## src/logic/ebc_cfg_map.vh

```
// Register map, field positions and codes of the external bus configuration block
`ifndef EBC_CFG_MAP_VH
`define EBC_CFG_MAP_VH

`define OFF_SCR        12'h000
`define OFF_IPTR       12'h004
`define OFF_CSEG       12'h008

`define WS_MSB         3
`define WS_LSB         0
`define BT_MSB         7
`define BT_LSB         6
`define BSD_BIT        8
`define SGD_BIT        9
`define ROM_BIT        10
`define WS_RST         4'hF

`define BT_SINGLE      2'h0
`define BT_MUX8        2'h1
`define BT_MUX16       2'h2
`define BT_DEMUX       2'h3

`define SEG_ZERO       2'h0
`define INT_LO         16'hFA00
`define ROM_HI         16'h1FFF
`define STEP_ONE       18'h00001
`define CNT_ZERO       4'h0
`define CNT_ONE        4'h1

`define ST_IDLE        2'h0
`define ST_ADDR        2'h1
`define ST_DATA        2'h2

`endif

```

## src/logic/ext_bus_cfg.v

```verilog
// External bus configuration, address steering and bus sequencer with APB registers
// Functional notes
// Config pins captured at reset into bus type field, pin1 bit 7, pin0 bit 6.
// Bus type 00 single-chip, 01 mux 8-bit, 10 mux 16-bit, 11 non-mux 16-bit.
// Mux modes use port 0 for address/data; non-mux port 1 address; port 4 segment.
// After reset the pins are ignored; only the stored field steers the bus.
// Bus type field writable only if single-chip was chosen at reset.
// ROM enable set at reset only for single-chip mode; read-only for software.
// Port 4 carries segment bits in bus modes until segmentation disable is set.
// Byte-high select enabled in 16-bit modes until byte select disable is set.
// Reset puts bus timing at its slowest setting.
// Addresses 0FA00h to 0FFFFh always served internally.
// First 8 Kbytes internal only with single-chip ROM enable, else external.
// 02000h to 0F9FFh and nonzero segments go to the external bus.
// Non-segmented or single-chip mode limits addresses to 16 bits.
// External access attempt in single-chip mode raises a trap, no bus cycle.
// Reset clears instruction pointer and code segment pointer.
// 8-bit mode splits word access into low then high byte at next address.
// Mux modes pulse the address latch strobe with address on port 0.
// Leaving single-chip mode adds external memory, on-chip stays reachable.
// Port 1 free in 8-bit mux mode; ports 0, 1, 4 free in single-chip.
// Segmentation disabled means 16-bit addresses.
// Select/A0: 00 word, 01 high byte, 10 low byte.
// Byte writes on 16-bit bus drive the byte on both halves.
// Bus type change applies from the next access, not one in progress.
`timescale 1ns/10ps
`include "ebc_cfg_map.vh"

module ext_bus_cfg (
    input  wire        pclk,
    input  wire        presetn,
    input  wire        psel,
    input  wire        penable,
    input  wire        pwrite,
    input  wire [11:0] paddr,
    input  wire [31:0] pwdata,
    output reg  [31:0] prdata,
    output reg         pready,
    output reg         pslverr,
    input  wire        bus_cfg_pin_0,
    input  wire        bus_cfg_pin_1,
    input  wire        req,
    input  wire [17:0] req_addr,
    input  wire        req_wr,
    input  wire        req_word,
    input  wire [15:0] req_wdata,
    output reg         ack_q,
    output reg         int_sel_q,
    output reg         trap_q,
    output reg  [15:0] rdata_q,
    output reg  [15:0] instruction_pointer,
    output reg  [1:0]  code_segment_pointer,
    input  wire [15:0] port0_in,
    output reg  [15:0] port0_out_q,
    output reg         port0_oe_lo_n_q,
    output reg         port0_oe_hi_n_q,
    output reg  [15:0] port1_out_q,
    output reg  [1:0]  port4_out_q,
    output reg         port0_bus_q,
    output reg         port1_bus_q,
    output reg         port4_bus_q,
    output reg         ale_q,
    output reg         rd_n_q,
    output reg         wr_n_q,
    output reg         upper_byte_select_n
);

    reg        cfg0_s1, cfg0_s2, cfg1_s1, cfg1_s2;
    reg [15:0] p0_s1, p0_s2;
    reg        cfg_done_q;
    reg [1:0]  bus_type_field;
    reg        locked_q;
    reg        internal_rom_enable;
    reg        segmentation_disable;
    reg        byte_select_disable;
    reg [3:0]  wait_q;
    reg [1:0]  state_q;
    reg [1:0]  mode_q;
    reg [17:0] addr_q;
    reg        wr_q;
    reg        word_q;
    reg        half_q;
    reg        bhe_en_q;
    reg [15:0] wdata_q;
    reg [3:0]  cnt_q;

    wire [31:0] scr_val;
    wire        seg_en;
    wire [17:0] eff_addr;
    wire        acc_edge;
    wire        wr_edge;
    wire        setup;
    wire        mapped;
    wire        last_wait;
    wire [7:0]  cur_byte;

    // Internal decode shared by start of access
    function is_internal;
        input [17:0] a;
        input        rom;
        begin
            is_internal = (a[17:16] == `SEG_ZERO) &&
                          ((a[15:0] >= `INT_LO) || (rom && a[15:0] <= `ROM_HI));
        end
    endfunction

    assign scr_val = {21'h0, internal_rom_enable, segmentation_disable, byte_select_disable,
                      bus_type_field, 2'h0, wait_q};
    assign seg_en = (bus_type_field != `BT_SINGLE) && !segmentation_disable;
    assign eff_addr = seg_en ? req_addr : {2'h0, req_addr[15:0]};
    assign setup = psel && !penable;
    assign acc_edge = psel && penable && pready;
    assign wr_edge = acc_edge && pwrite && !pslverr;
    assign mapped = (paddr == `OFF_SCR) || (paddr == `OFF_IPTR) || (paddr == `OFF_CSEG);
    assign last_wait = (cnt_q == `CNT_ZERO);
    assign cur_byte = half_q ? wdata_q[15:8] : wdata_q[7:0];

    // Pin synchronisers run through reset so the straps are settled at release
    always @(posedge pclk) begin
        cfg0_s1 <= bus_cfg_pin_0;
        cfg0_s2 <= cfg0_s1;
        cfg1_s1 <= bus_cfg_pin_1;
        cfg1_s2 <= cfg1_s1;
        p0_s1   <= port0_in;
        p0_s2   <= p0_s1;
    end

    // Configuration and APB register file
    always @(posedge pclk or negedge presetn) begin
        if (!presetn) begin
            cfg_done_q           <= 1'b0;
            bus_type_field       <= `BT_SINGLE;
            locked_q             <= 1'b0;
            internal_rom_enable  <= 1'b0;
            segmentation_disable <= 1'b0;
            byte_select_disable  <= 1'b0;
            wait_q               <= `WS_RST;
            instruction_pointer  <= 16'h0000;
            code_segment_pointer <= 2'h0;
            prdata               <= 32'h00000000;
            pready               <= 1'b0;
            pslverr              <= 1'b0;
        end else begin
            if (!cfg_done_q) begin
                // Strap caught once at the first edge after release
                cfg_done_q          <= 1'b1;
                bus_type_field      <= {cfg1_s2, cfg0_s2};
                internal_rom_enable <= ({cfg1_s2, cfg0_s2} == `BT_SINGLE);
                locked_q            <= ({cfg1_s2, cfg0_s2} != `BT_SINGLE);
            end
            pready  <= setup;
            pslverr <= setup && !mapped;
            if (setup) begin
                case (paddr)
                    `OFF_SCR:  prdata <= scr_val;
                    `OFF_IPTR: prdata <= {16'h0000, instruction_pointer};
                    `OFF_CSEG: prdata <= {30'h0, code_segment_pointer};
                    default:   prdata <= 32'h00000000;
                endcase
            end
            if (wr_edge && cfg_done_q) begin
                case (paddr)
                    `OFF_SCR: begin
                        wait_q               <= pwdata[`WS_MSB:`WS_LSB];
                        byte_select_disable  <= pwdata[`BSD_BIT];
                        segmentation_disable <= pwdata[`SGD_BIT];
                        if (!locked_q) begin
                            bus_type_field <= pwdata[`BT_MSB:`BT_LSB];
                        end
                    end
                    `OFF_IPTR: instruction_pointer <= pwdata[15:0];
                    `OFF_CSEG: code_segment_pointer <= pwdata[1:0];
                    default: begin
                    end
                endcase
            end
        end
    end

    // Port ownership follows the stored field; port 4 also follows segmentation disable
    always @(posedge pclk or negedge presetn) begin
        if (!presetn) begin
            port0_bus_q <= 1'b0;
            port1_bus_q <= 1'b0;
            port4_bus_q <= 1'b0;
        end else begin
            port0_bus_q <= cfg_done_q && (bus_type_field != `BT_SINGLE);
            port1_bus_q <= cfg_done_q && (bus_type_field == `BT_DEMUX);
            port4_bus_q <= cfg_done_q && seg_en;
        end
    end

    // Access sequencer
    always @(posedge pclk or negedge presetn) begin
        if (!presetn) begin
            state_q             <= `ST_IDLE;
            mode_q              <= `BT_SINGLE;
            addr_q              <= 18'h00000;
            wr_q                <= 1'b0;
            word_q              <= 1'b0;
            half_q              <= 1'b0;
            bhe_en_q            <= 1'b0;
            wdata_q             <= 16'h0000;
            cnt_q               <= `CNT_ZERO;
            ack_q               <= 1'b0;
            int_sel_q           <= 1'b0;
            trap_q              <= 1'b0;
            rdata_q             <= 16'h0000;
            port0_out_q         <= 16'h0000;
            port0_oe_lo_n_q     <= 1'b1;
            port0_oe_hi_n_q     <= 1'b1;
            port1_out_q         <= 16'h0000;
            port4_out_q         <= 2'h0;
            ale_q               <= 1'b0;
            rd_n_q              <= 1'b1;
            wr_n_q              <= 1'b1;
            upper_byte_select_n <= 1'b1;
        end else begin
            ack_q     <= 1'b0;
            int_sel_q <= 1'b0;
            trap_q    <= 1'b0;
            case (state_q)
                `ST_IDLE: begin
                    if (cfg_done_q && req && !ack_q && !int_sel_q && !trap_q) begin
                        if (is_internal(eff_addr, internal_rom_enable)) begin
                            int_sel_q <= 1'b1;
                        end else if (bus_type_field == `BT_SINGLE) begin
                            trap_q <= 1'b1;
                        end else begin
                            // Mode sampled here so a rewrite cannot upset this cycle
                            mode_q   <= bus_type_field;
                            bhe_en_q <= (bus_type_field != `BT_MUX8) && !byte_select_disable;
                            addr_q   <= eff_addr;
                            wr_q     <= req_wr;
                            word_q   <= req_word;
                            wdata_q  <= req_wdata;
                            half_q   <= 1'b0;
                            rdata_q  <= 16'h0000;
                            state_q  <= `ST_ADDR;
                        end
                    end
                end
                `ST_ADDR: begin
                    ale_q       <= (mode_q != `BT_DEMUX);
                    port4_out_q <= addr_q[17:16];
                    if (mode_q == `BT_DEMUX) begin
                        port1_out_q <= addr_q[15:0];
                    end else begin
                        port0_out_q     <= addr_q[15:0];
                        port0_oe_lo_n_q <= 1'b0;
                        port0_oe_hi_n_q <= 1'b0;
                    end
                    if (bhe_en_q) begin
                        upper_byte_select_n <= !(word_q || addr_q[0]);
                    end else begin
                        upper_byte_select_n <= 1'b1;
                    end
                    cnt_q   <= wait_q;
                    state_q <= `ST_DATA;
                end
                `ST_DATA: begin
                    ale_q  <= 1'b0;
                    rd_n_q <= wr_q;
                    wr_n_q <= !wr_q;
                    if (mode_q == `BT_MUX8) begin
                        // Upper byte keeps address for the whole cycle
                        port0_out_q     <= {addr_q[15:8], cur_byte};
                        port0_oe_hi_n_q <= 1'b0;
                        port0_oe_lo_n_q <= !wr_q;
                    end else begin
                        if (word_q) begin
                            port0_out_q <= wdata_q;
                        end else begin
                            port0_out_q <= {wdata_q[7:0], wdata_q[7:0]};
                        end
                        port0_oe_hi_n_q <= !wr_q;
                        port0_oe_lo_n_q <= !wr_q;
                    end
                    if (!last_wait) begin
                        cnt_q <= cnt_q - `CNT_ONE;
                    end else begin
                        rd_n_q          <= 1'b1;
                        wr_n_q          <= 1'b1;
                        port0_oe_lo_n_q <= 1'b1;
                        port0_oe_hi_n_q <= 1'b1;
                        if (!wr_q) begin
                            if (mode_q == `BT_MUX8) begin
                                if (half_q) begin
                                    rdata_q[15:8] <= p0_s2[7:0];
                                end else begin
                                    rdata_q[7:0] <= p0_s2[7:0];
                                end
                            end else if (word_q) begin
                                rdata_q <= p0_s2;
                            end else begin
                                rdata_q[7:0] <= addr_q[0] ? p0_s2[15:8] : p0_s2[7:0];
                            end
                        end
                        if (mode_q == `BT_MUX8 && word_q && !half_q) begin
                            half_q  <= 1'b1;
                            addr_q  <= addr_q + `STEP_ONE;
                            state_q <= `ST_ADDR;
                        end else begin
                            ack_q               <= 1'b1;
                            upper_byte_select_n <= 1'b1;
                            state_q             <= `ST_IDLE;
                        end
                    end
                end
                default: begin
                    state_q <= `ST_IDLE;
                end
            endcase
        end
    end

endmodule // ext_bus_cfg

```

## config.mk

```make
export PLATFORM = sky130hd
export DESIGN_NAME = ext_bus_cfg
export DESIGN_NICKNAME = d
export VERILOG_FILES = /design/src/logic/ext_bus_cfg.v
export VERILOG_INCLUDE_DIRS = /design/src /design/src/logic
export SDC_FILE = /design/constraint.sdc
export NUM_CORES = 1
export LEC_CHECK = 0
export BUFFER_PORTS_ARGS = -buffer_cell sky130_fd_sc_hd__buf_4
export CORE_AREA = 8 8 163 165
export DETAILED_ROUTE_END_ITERATION = 6
export DIE_AREA = 0 0 171 173
export PLACE_DENSITY_LB_ADDON = 0.08
export SYNTH_ARGS = -nofsm -noshare
export SYNTH_HDL_FRONTEND = slang
export SYNTH_SLANG_ARGS = --single-unit
```

## constraint.sdc

```tcl
create_clock -name pclk -period 3 [get_ports pclk]
set_clock_uncertainty 0.05 [all_clocks]
set_input_delay 0.3 -clock pclk [delete_from_list [all_inputs] [get_ports pclk]]
set_output_delay 0.3 -clock pclk [all_outputs]
set_load 0.02 [all_outputs]
```

==> results.yml, run 1 <==
floorplan:
  io_pins: 218
  initial_utilization: 0.343
  coreArea_sq_um: 24000
  die-area_sq_um: 29600
  die_y_um: 173
  die_x_um: 171
  rows: 57
logic_synthesis:
  syn-cell-area_sq_um: 8210
  synth_seq_cells: 191
  yosysWarningCount: 0
  seq_area_frac_synth: 0.562
  async_flop_share: 0.812
  synth-edff-count: 0
  synth.distinct_cells: 68
  synth-main-ff-cell: "dfrtp_1"
  syn_area_per_cell_sq_um: 11.3
  synth_cells: 725
cells_and_area:
  fin_cells: 1265
  final_area_sq_um: 10700
  diodes: 0
  multi_input_area_sq_um: 3290
  fillCellCount: 2307
  drive_above_1_share: 0.354
  area_growth_pct: 30.5
  fin_nets: 1038
  layout.area.seq_sq_um: 4610
worst_hold_path:
  min_path_type: "input pin to flop"
route:
  num_vias: 6292
  antenna_left: 0
  first_pass_iters: 5
  routed_wl_um: 23800
  drcViolationCount: 0
  drt_first_iter_violations: 353
  routedWlPerCell_um: 18.8
  vias_per_cell: 4.97
timing:
  slew_headroom: 0.465
  post-route-period-util: 0.841
  timing.final.crit_period_ns: 2.52
  maxSlewViolCount: 0
  fmax_ghz: 0.396
  tightest_slew_ns: 0.795
  final-hold-violation-count: 0
  tns_ns: 0
  rsz0062_at_grt: "no"
  finalSetupViolCount: 0
cts:
  cts_inserted_buffers: 17
  post_cts_buffers: 0
  insertion_delay_ns: 0.42
  htree_levels: 4
  cts_resized: 0
  clk_pin_slew_ns: 0.07
  clockRootBuffer: "clkbuf_16"
  cts.sinks: 191
  clockBufferDepth: 2
  cts_tree: "yes"
critical_path:
  cp.arrival_ns: 2.77
  crit_chain: "nor4bb_1, buf_4, a21o_1, o2111ai_1, buf_4, nand2b_1, a222oi_1"
  worstPathRequired_ns: 3.25
  critPathKind: "flop to flop"
  cp_top_family: "compound AO/OA/AOI/OAI gates"
  crit_slowest_cell: "dfrtp_1"
  reg2reg_from: "half_q$_DFFE_PN0P_"
  reg2reg_to: "addr_q[12]$_DFFE_PN0P_"
  crit_start: "half_q$_DFFE_PN0P_"
  crit_path_end: "addr_q[12]$_DFFE_PN0P_"
  reg2reg_depth: 7
  cp_common_cell: "buf_4"
  startpoint_type: "flop"
  reg2reg_slack_ns: 0.48
  critPathBufInv: 2
  endpoint_kind: "flop"
  path_depth: 7
  crit_fanout: 14
  max_stage_delay_ns: 0.59
grt:
  antenna_found_initial: 0
  grt_pass1_vias: 6680
  overflow: 0
  grt_use_total: 0.162
  grt_max_degree: 51
  grt_pass1_wl_um: 37500
job:
  drv_cap: 0
status:
  outcome: "finished, final reports clean"
placed_design:
  gp_congestion: 0.844
  dp_hpwl_um: 17700
  placed_area_sq_um: 9940
  numPortBuffers: 185
  dp_cells: 1214
power:
  power_mw: 10.0
  ir_worst_vdd_v: 0.000431
  powerDensity_nw_per_um2: 933
  power_leakage_nw: 5.14
per-stage QoR:
step	util	setup slack, ns	hold WS [ns]
2_1_floorplan	-	0.801	-0.0456
3_3_place_gp	0.415	0.603	0.193
3_5_place_dp	0.415	0.515	0.198
4_1_cts	0.447	0.500	0.0243
5_1_grt	0.447	0.348	0.0271
6_report	0.447	0.477	0.0427
layer usage:
layer | GRT usage | part of all wire | up-vias | routed length, um
met2 | 0.268 | 0.49 | 181 | 11700
li1 | - | - | 2978 | -
met1 | 0.204 | 0.43 | 3105 | 10300
met4 | 0.0584 | 0.020 | 0 | 471
met3 | 0.0378 | 0.056 | 28 | 1330
met5 | 0 | 0 | - | 0
layout make-up:
cell class,count,share of cell area
multi-input cells,472,0.307
repair buffers,225,0.162
inverters,21,0.00736
clock buffers,21,0.0460
well taps,324,0.0378
flip-flops and latches,191,0.430
clock inverters,11,0.00841
timing repair:
action	in CTS	in global routing
endpoints found under the hold margin	53	0
endpoints found under the setup margin	0	0
hold buffers	19	0
layout by cell type (no fill, tap or decap), types with 7 or more instances in the layout:
cell type        n
a21boi_0         7
a21o_1          14
a21oi_1         22
a221o_1          9
a22o_1          10
a22oi_1          8
a311oi_1         8
buf_4          205
clkbuf_16       19
conb_1          17
dfrtp_1        146
dfstp_2          9
dfxtp_1         36
dlygate4sd3_1   19
inv_1           21
mux2_2          71
mux2i_1         22
nand2_1         82
nand3_1         22
nor2_1          35
nor2b_1         13
nor3_1           9
o21ai_0         29
state kept, by name, summed over array words and instances, names as in the netlist, 2 cells and up:
signal / cells
p0_s1: 16
instruction_pointer: 16
state_q: 2
mode_q: 2
wait_q: 4
rdata_q: 16
code_segment_pointer: 2
wdata_q: 16
cnt_q: 4
addr_q: 18
port1_out_q: 16
port4_out_q: 2
bus_type_field: 2
port0_out_q: 16
p0_s2: 16
prdata: 16
kinds of logic after synthesis:
kind of cell,Yosys count,synth area share
AO/OA/AOI/OAI,150,0.134
XOR/XNOR,1,0.00107
adder cells (fa/ha/maj),6,0.00915
buffers and inverters,77,0.0453
flip-flops,191,0.562
multiplexers,94,0.126
other,2,0.000915
AND/OR/NAND/NOR,204,0.122
power by group:
| group | internal (mW) | switching [mW] | total (mW) |
|---|---|---|---|
| registers | 3.27 | 0.630 | 3.90 |
| logic | 1.71 | 2.14 | 3.84 |
| clock network | 1.21 | 1.05 | 2.25 |
| total | 6.19 | 3.81 | 10.0 |
cells in the mapped netlist (all sizes together), types with 5 or more instances:
cell      n  area, sq um
o41ai     6         52.6
dfxtp    36          721
a22o     10         87.6
nand2    82          308
buf      32          203
nor2     35          131
a311oi    8         70.1
mux2i    22          220
o21ai    30          154
a22oi     8         60.1
nor4      5         31.3
nand2b    6         37.5
clkbuf   24         90.1
nor3     10         55.1
a21o     14          105
ha        6         75.1
a21oi    22          110
dfrtp   146         3650
mux2     72          811
nor2b    14         87.6
a21boi    7         52.6
a221o     9         90.1
dfstp     9          236
inv      21         78.8
nand3    22          110
worst reg2reg max path, stage by stage (launching register included):
cell	delay, ns
dfrtp_1	0.59
nor4bb_1	0.39
buf_4	0.23
a21o_1	0.27
o2111ai_1	0.19
buf_4	0.24
nand2b_1	0.15
a222oi_1	0.28
how the worst min path moves through the flow:
stage,start,endpoint,slack [ns],cells after the start
after floorplan,presetn,ack_q$_DFF_PN0_,-0.05,0
after global placement,presetn,port0_out_q[9]$_DFFE_PN0P_,0.19,1
after detailed placement,presetn,port0_out_q[9]$_DFFE_PN0P_,0.20,1
after CTS,req_wdata[13],wdata_q[13]$_DFFE_PN0P_,0.02,2
after global routing,pwdata[14],instruction_pointer[14]$_DFFE_PN0P_,0.03,2
final,req_wdata[13],wdata_q[13]$_DFFE_PN0P_,0.04,2
Note: power is estimated with default switching activity, not from simulation.
==> run 2, diff against run 1 <==
- ABC_AREA: unset -> 1
- CORE_AREA: 8 8 163 165 -> 8 8 166 168
- DIE_AREA: 0 0 171 173 -> 0 0 174 176
- clock period: 3 -> 2.4 ns (I/O delays scaled with it)
==> results.yml, run 2 <==
worst_hold_path:
  min_path_type: "input pin to flop"
placed_design:
  dp_hpwl_um: 18700
  dp_cells: 1535
  gp_congestion: 0.816
  numPortBuffers: 185
cells_and_area:
  final_common_cell: "nand2_1"
  final_cell_mix: "nand2_1, buf_4, dfrtp_1"
  drive_above_1_share: 0.215
  largest_register_ffs: 18
  area_growth_pct: 32.1
  fin_nets: 1378
  fin_cells: 1612
  largest-register: "addr_q"
power:
  powerDensity_nw_per_um2: 1110
  seqPwrFrac: 0.384
  p_sw_mw: 5.26
  swShare: 0.421
  power_frac_comb: 0.392
  p_int_mw: 7.24
  ir_worst_vdd_v: 0.000503
  power_leakage_nw: 5.68
  pwr-share-clk: 0.224
timing:
  slew_headroom: 0.565
  final-hold-violation-count: 0
  fmax_ghz: 0.474
  tns_ns: 0
  finalSetupViolCount: 0
  maxSlewViolCount: 0
  post-route-period-util: 0.879
  tightest_slew_ns: 0.651
  timing.final.crit_period_ns: 2.11
  rsz0062_at_grt: "no"
floorplan:
  initial_utilization: 0.344
  die_y_um: 176
  io_pins: 218
  coreArea_sq_um: 24800
  rows: 58
  die-area_sq_um: 30600
  die_x_um: 174
route:
  routedWlPerCell_um: 15.7
  drt_first_iter_violations: 631
  routed_wl_um: 25300
  drcViolationCount: 0
  antenna_left: 0
  first_pass_iters: 4
  num_vias: 7355
  vias_per_cell: 4.56
critical_path:
  worstPathRequired_ns: 2.68
  endpoint_kind: "flop"
  startpoint_type: "flop"
  critPathKind: "flop to flop"
  crit_fanout: 14
  cp.arrival_ns: 2.39
cts:
  cts_inserted_buffers: 17
  clk_pin_slew_ns: 0.08
  htree_levels: 4
  clockBufferDepth: 2
  cts_resized: 0
  ctsHoldBuffers: 44
  clockRootBuffer: "clkbuf_16"
  insertion_delay_ns: 0.44
  post_cts_buffers: 0
  cts_tree: "yes"
  cts.sinks: 191
logic_synthesis:
  synth_seq_cells: 191
  synth_area_leaders: "dfrtp_1, nand2_1, dfxtp_1"
  synth-edff-count: 0
  synth_commonest_cells: "nand2_1, dfrtp_1, o21ai_0"
  synth.largest_area_cell: "dfrtp_1"
  synth.distinct_cells: 43
  synth-main-ff-cell: "dfrtp_1"
  yosysTopAreaCellShare: 0.428
  async_flop_share: 0.812
  syn_area_per_cell_sq_um: 8.21
  yosysWarningCount: 0
  yosysMostFrequentCell: "nand2_1"
  seq_area_frac_synth: 0.541
  syn-cell-area_sq_um: 8530
  synth_cells: 1039
grt:
  overflow: 0
  antenna_found_initial: 1
  grt_use_total: 0.169
  grt_pass1_wl_um: 41200
  grt_max_degree: 55
  grt_pass1_vias: 7425
status:
  outcome: "finished, final reports clean"
job:
  drv_cap: 0
==> run 2: cell types whose count changed after synthesis, sizes merged, moves of 10 or more <==
cell | before | now
inv | 21 | 81
nand2 | 82 | 361
nor2 | 35 | 72
o21ai | 30 | 112
a22o | 10 | 0
nand3 | 22 | 68
a21oi | 22 | 54
a21o | 14 | 0
mux2 | 72 | 1
mux2i | 22 | 0
nor2b | 14 | 0
==> run 2: worst paths after layout <==
kind                                        startpoint                           to  slack (ns)  cells after the start
worst max-delay path            state_q[0]$_DFFE_PN0P_       rdata_q[0]$_DFFE_PN0P_        0.29                     10
worst min-delay path                         pwdata[3]        wait_q[3]$_DFFE_PN1P_        0.02                      3
worst max register to register  state_q[0]$_DFFE_PN0P_       rdata_q[0]$_DFFE_PN0P_        0.29                     10
worst min register to register       p0_s1[11]$_DFF_P_            p0_s2[11]$_DFF_P_        0.28                      0
max in group asynchronous                      presetn  port0_oe_lo_n_q$_DFFE_PN1P_        1.22                      3
min in group asynchronous                      presetn       wdata_q[8]$_DFFE_PN0P_        0.29                      2
==> run 2: layout make-up <==
type	instances	area, sq um
Fill cell	2587	13600
Sequential cell	191	4610
Multi-Input combinational cell	725	3320
Timing Repair Buffer	251	2040
Clock buffer	18	429
Tap cell	330	413
Inverter	82	308
Clock inverter	14	143
Antenna cell	1	2.50
==> run 2: worst max-delay path: stages (launching register included) <==
cell	delay, ns
dfrtp_1	0.38
inv_1	0.08
ha_1	0.24
inv_2	0.23
nor2_1	0.14
a21oi_4	0.15
nand2_4	0.15
inv_2	0.24
nand2_2	0.20
nand2_1	0.10
nand2_1	0.05
==> run 2: power groups by stage <==
stage	Combinational, mW	Sequential (mW)	Clock [mW]
after floorplan	2.77	5.10	0
after CTS	4.98	4.82	2.89
after global placement	4.85	4.87	0
after global routing	5.53	4.93	3.03
final	4.90	4.80	2.79
after detailed placement	4.90	4.88	0
==> run 2: cells by family after synthesis <==
family | synth area share
other | 0.000881
AOI/OAI and AO/OA | 0.120
xor gates and xnor gates | 0.00205
muxes | 0.00132
DFF | 0.541
buffers and inverters | 0.0766
and+or+nand+nor | 0.250
adders and majority gates | 0.00880
==> run 2: layer usage <==
layer	GRT usage	share of wire	vias up
met5	0	0	-
met3	0.0470	0.054	18
met2	0.267	0.46	176
met4	0.0509	0.015	0
met1	0.223	0.47	3394
li1	-	-	3767
==> run 2: metrics by stage <==
stage / worst slack, ns / util / hold WS (ns) / power, mW / area, sq um
after floorplan: 0.755 / - / -0.106 / 7.87 / 8580
after global placement: 0.319 / 0.413 / 0.194 / 9.72 / 10200
after detailed placement: 0.291 / 0.413 / 0.191 / 9.77 / 10200
after CTS: 0.271 / 0.454 / 0.000178 / 12.7 / 11300
after global routing: 0.128 / 0.454 / 0.00112 / 13.5 / 11300
final: 0.290 / 0.454 / 0.0181 / 12.5 / 11300
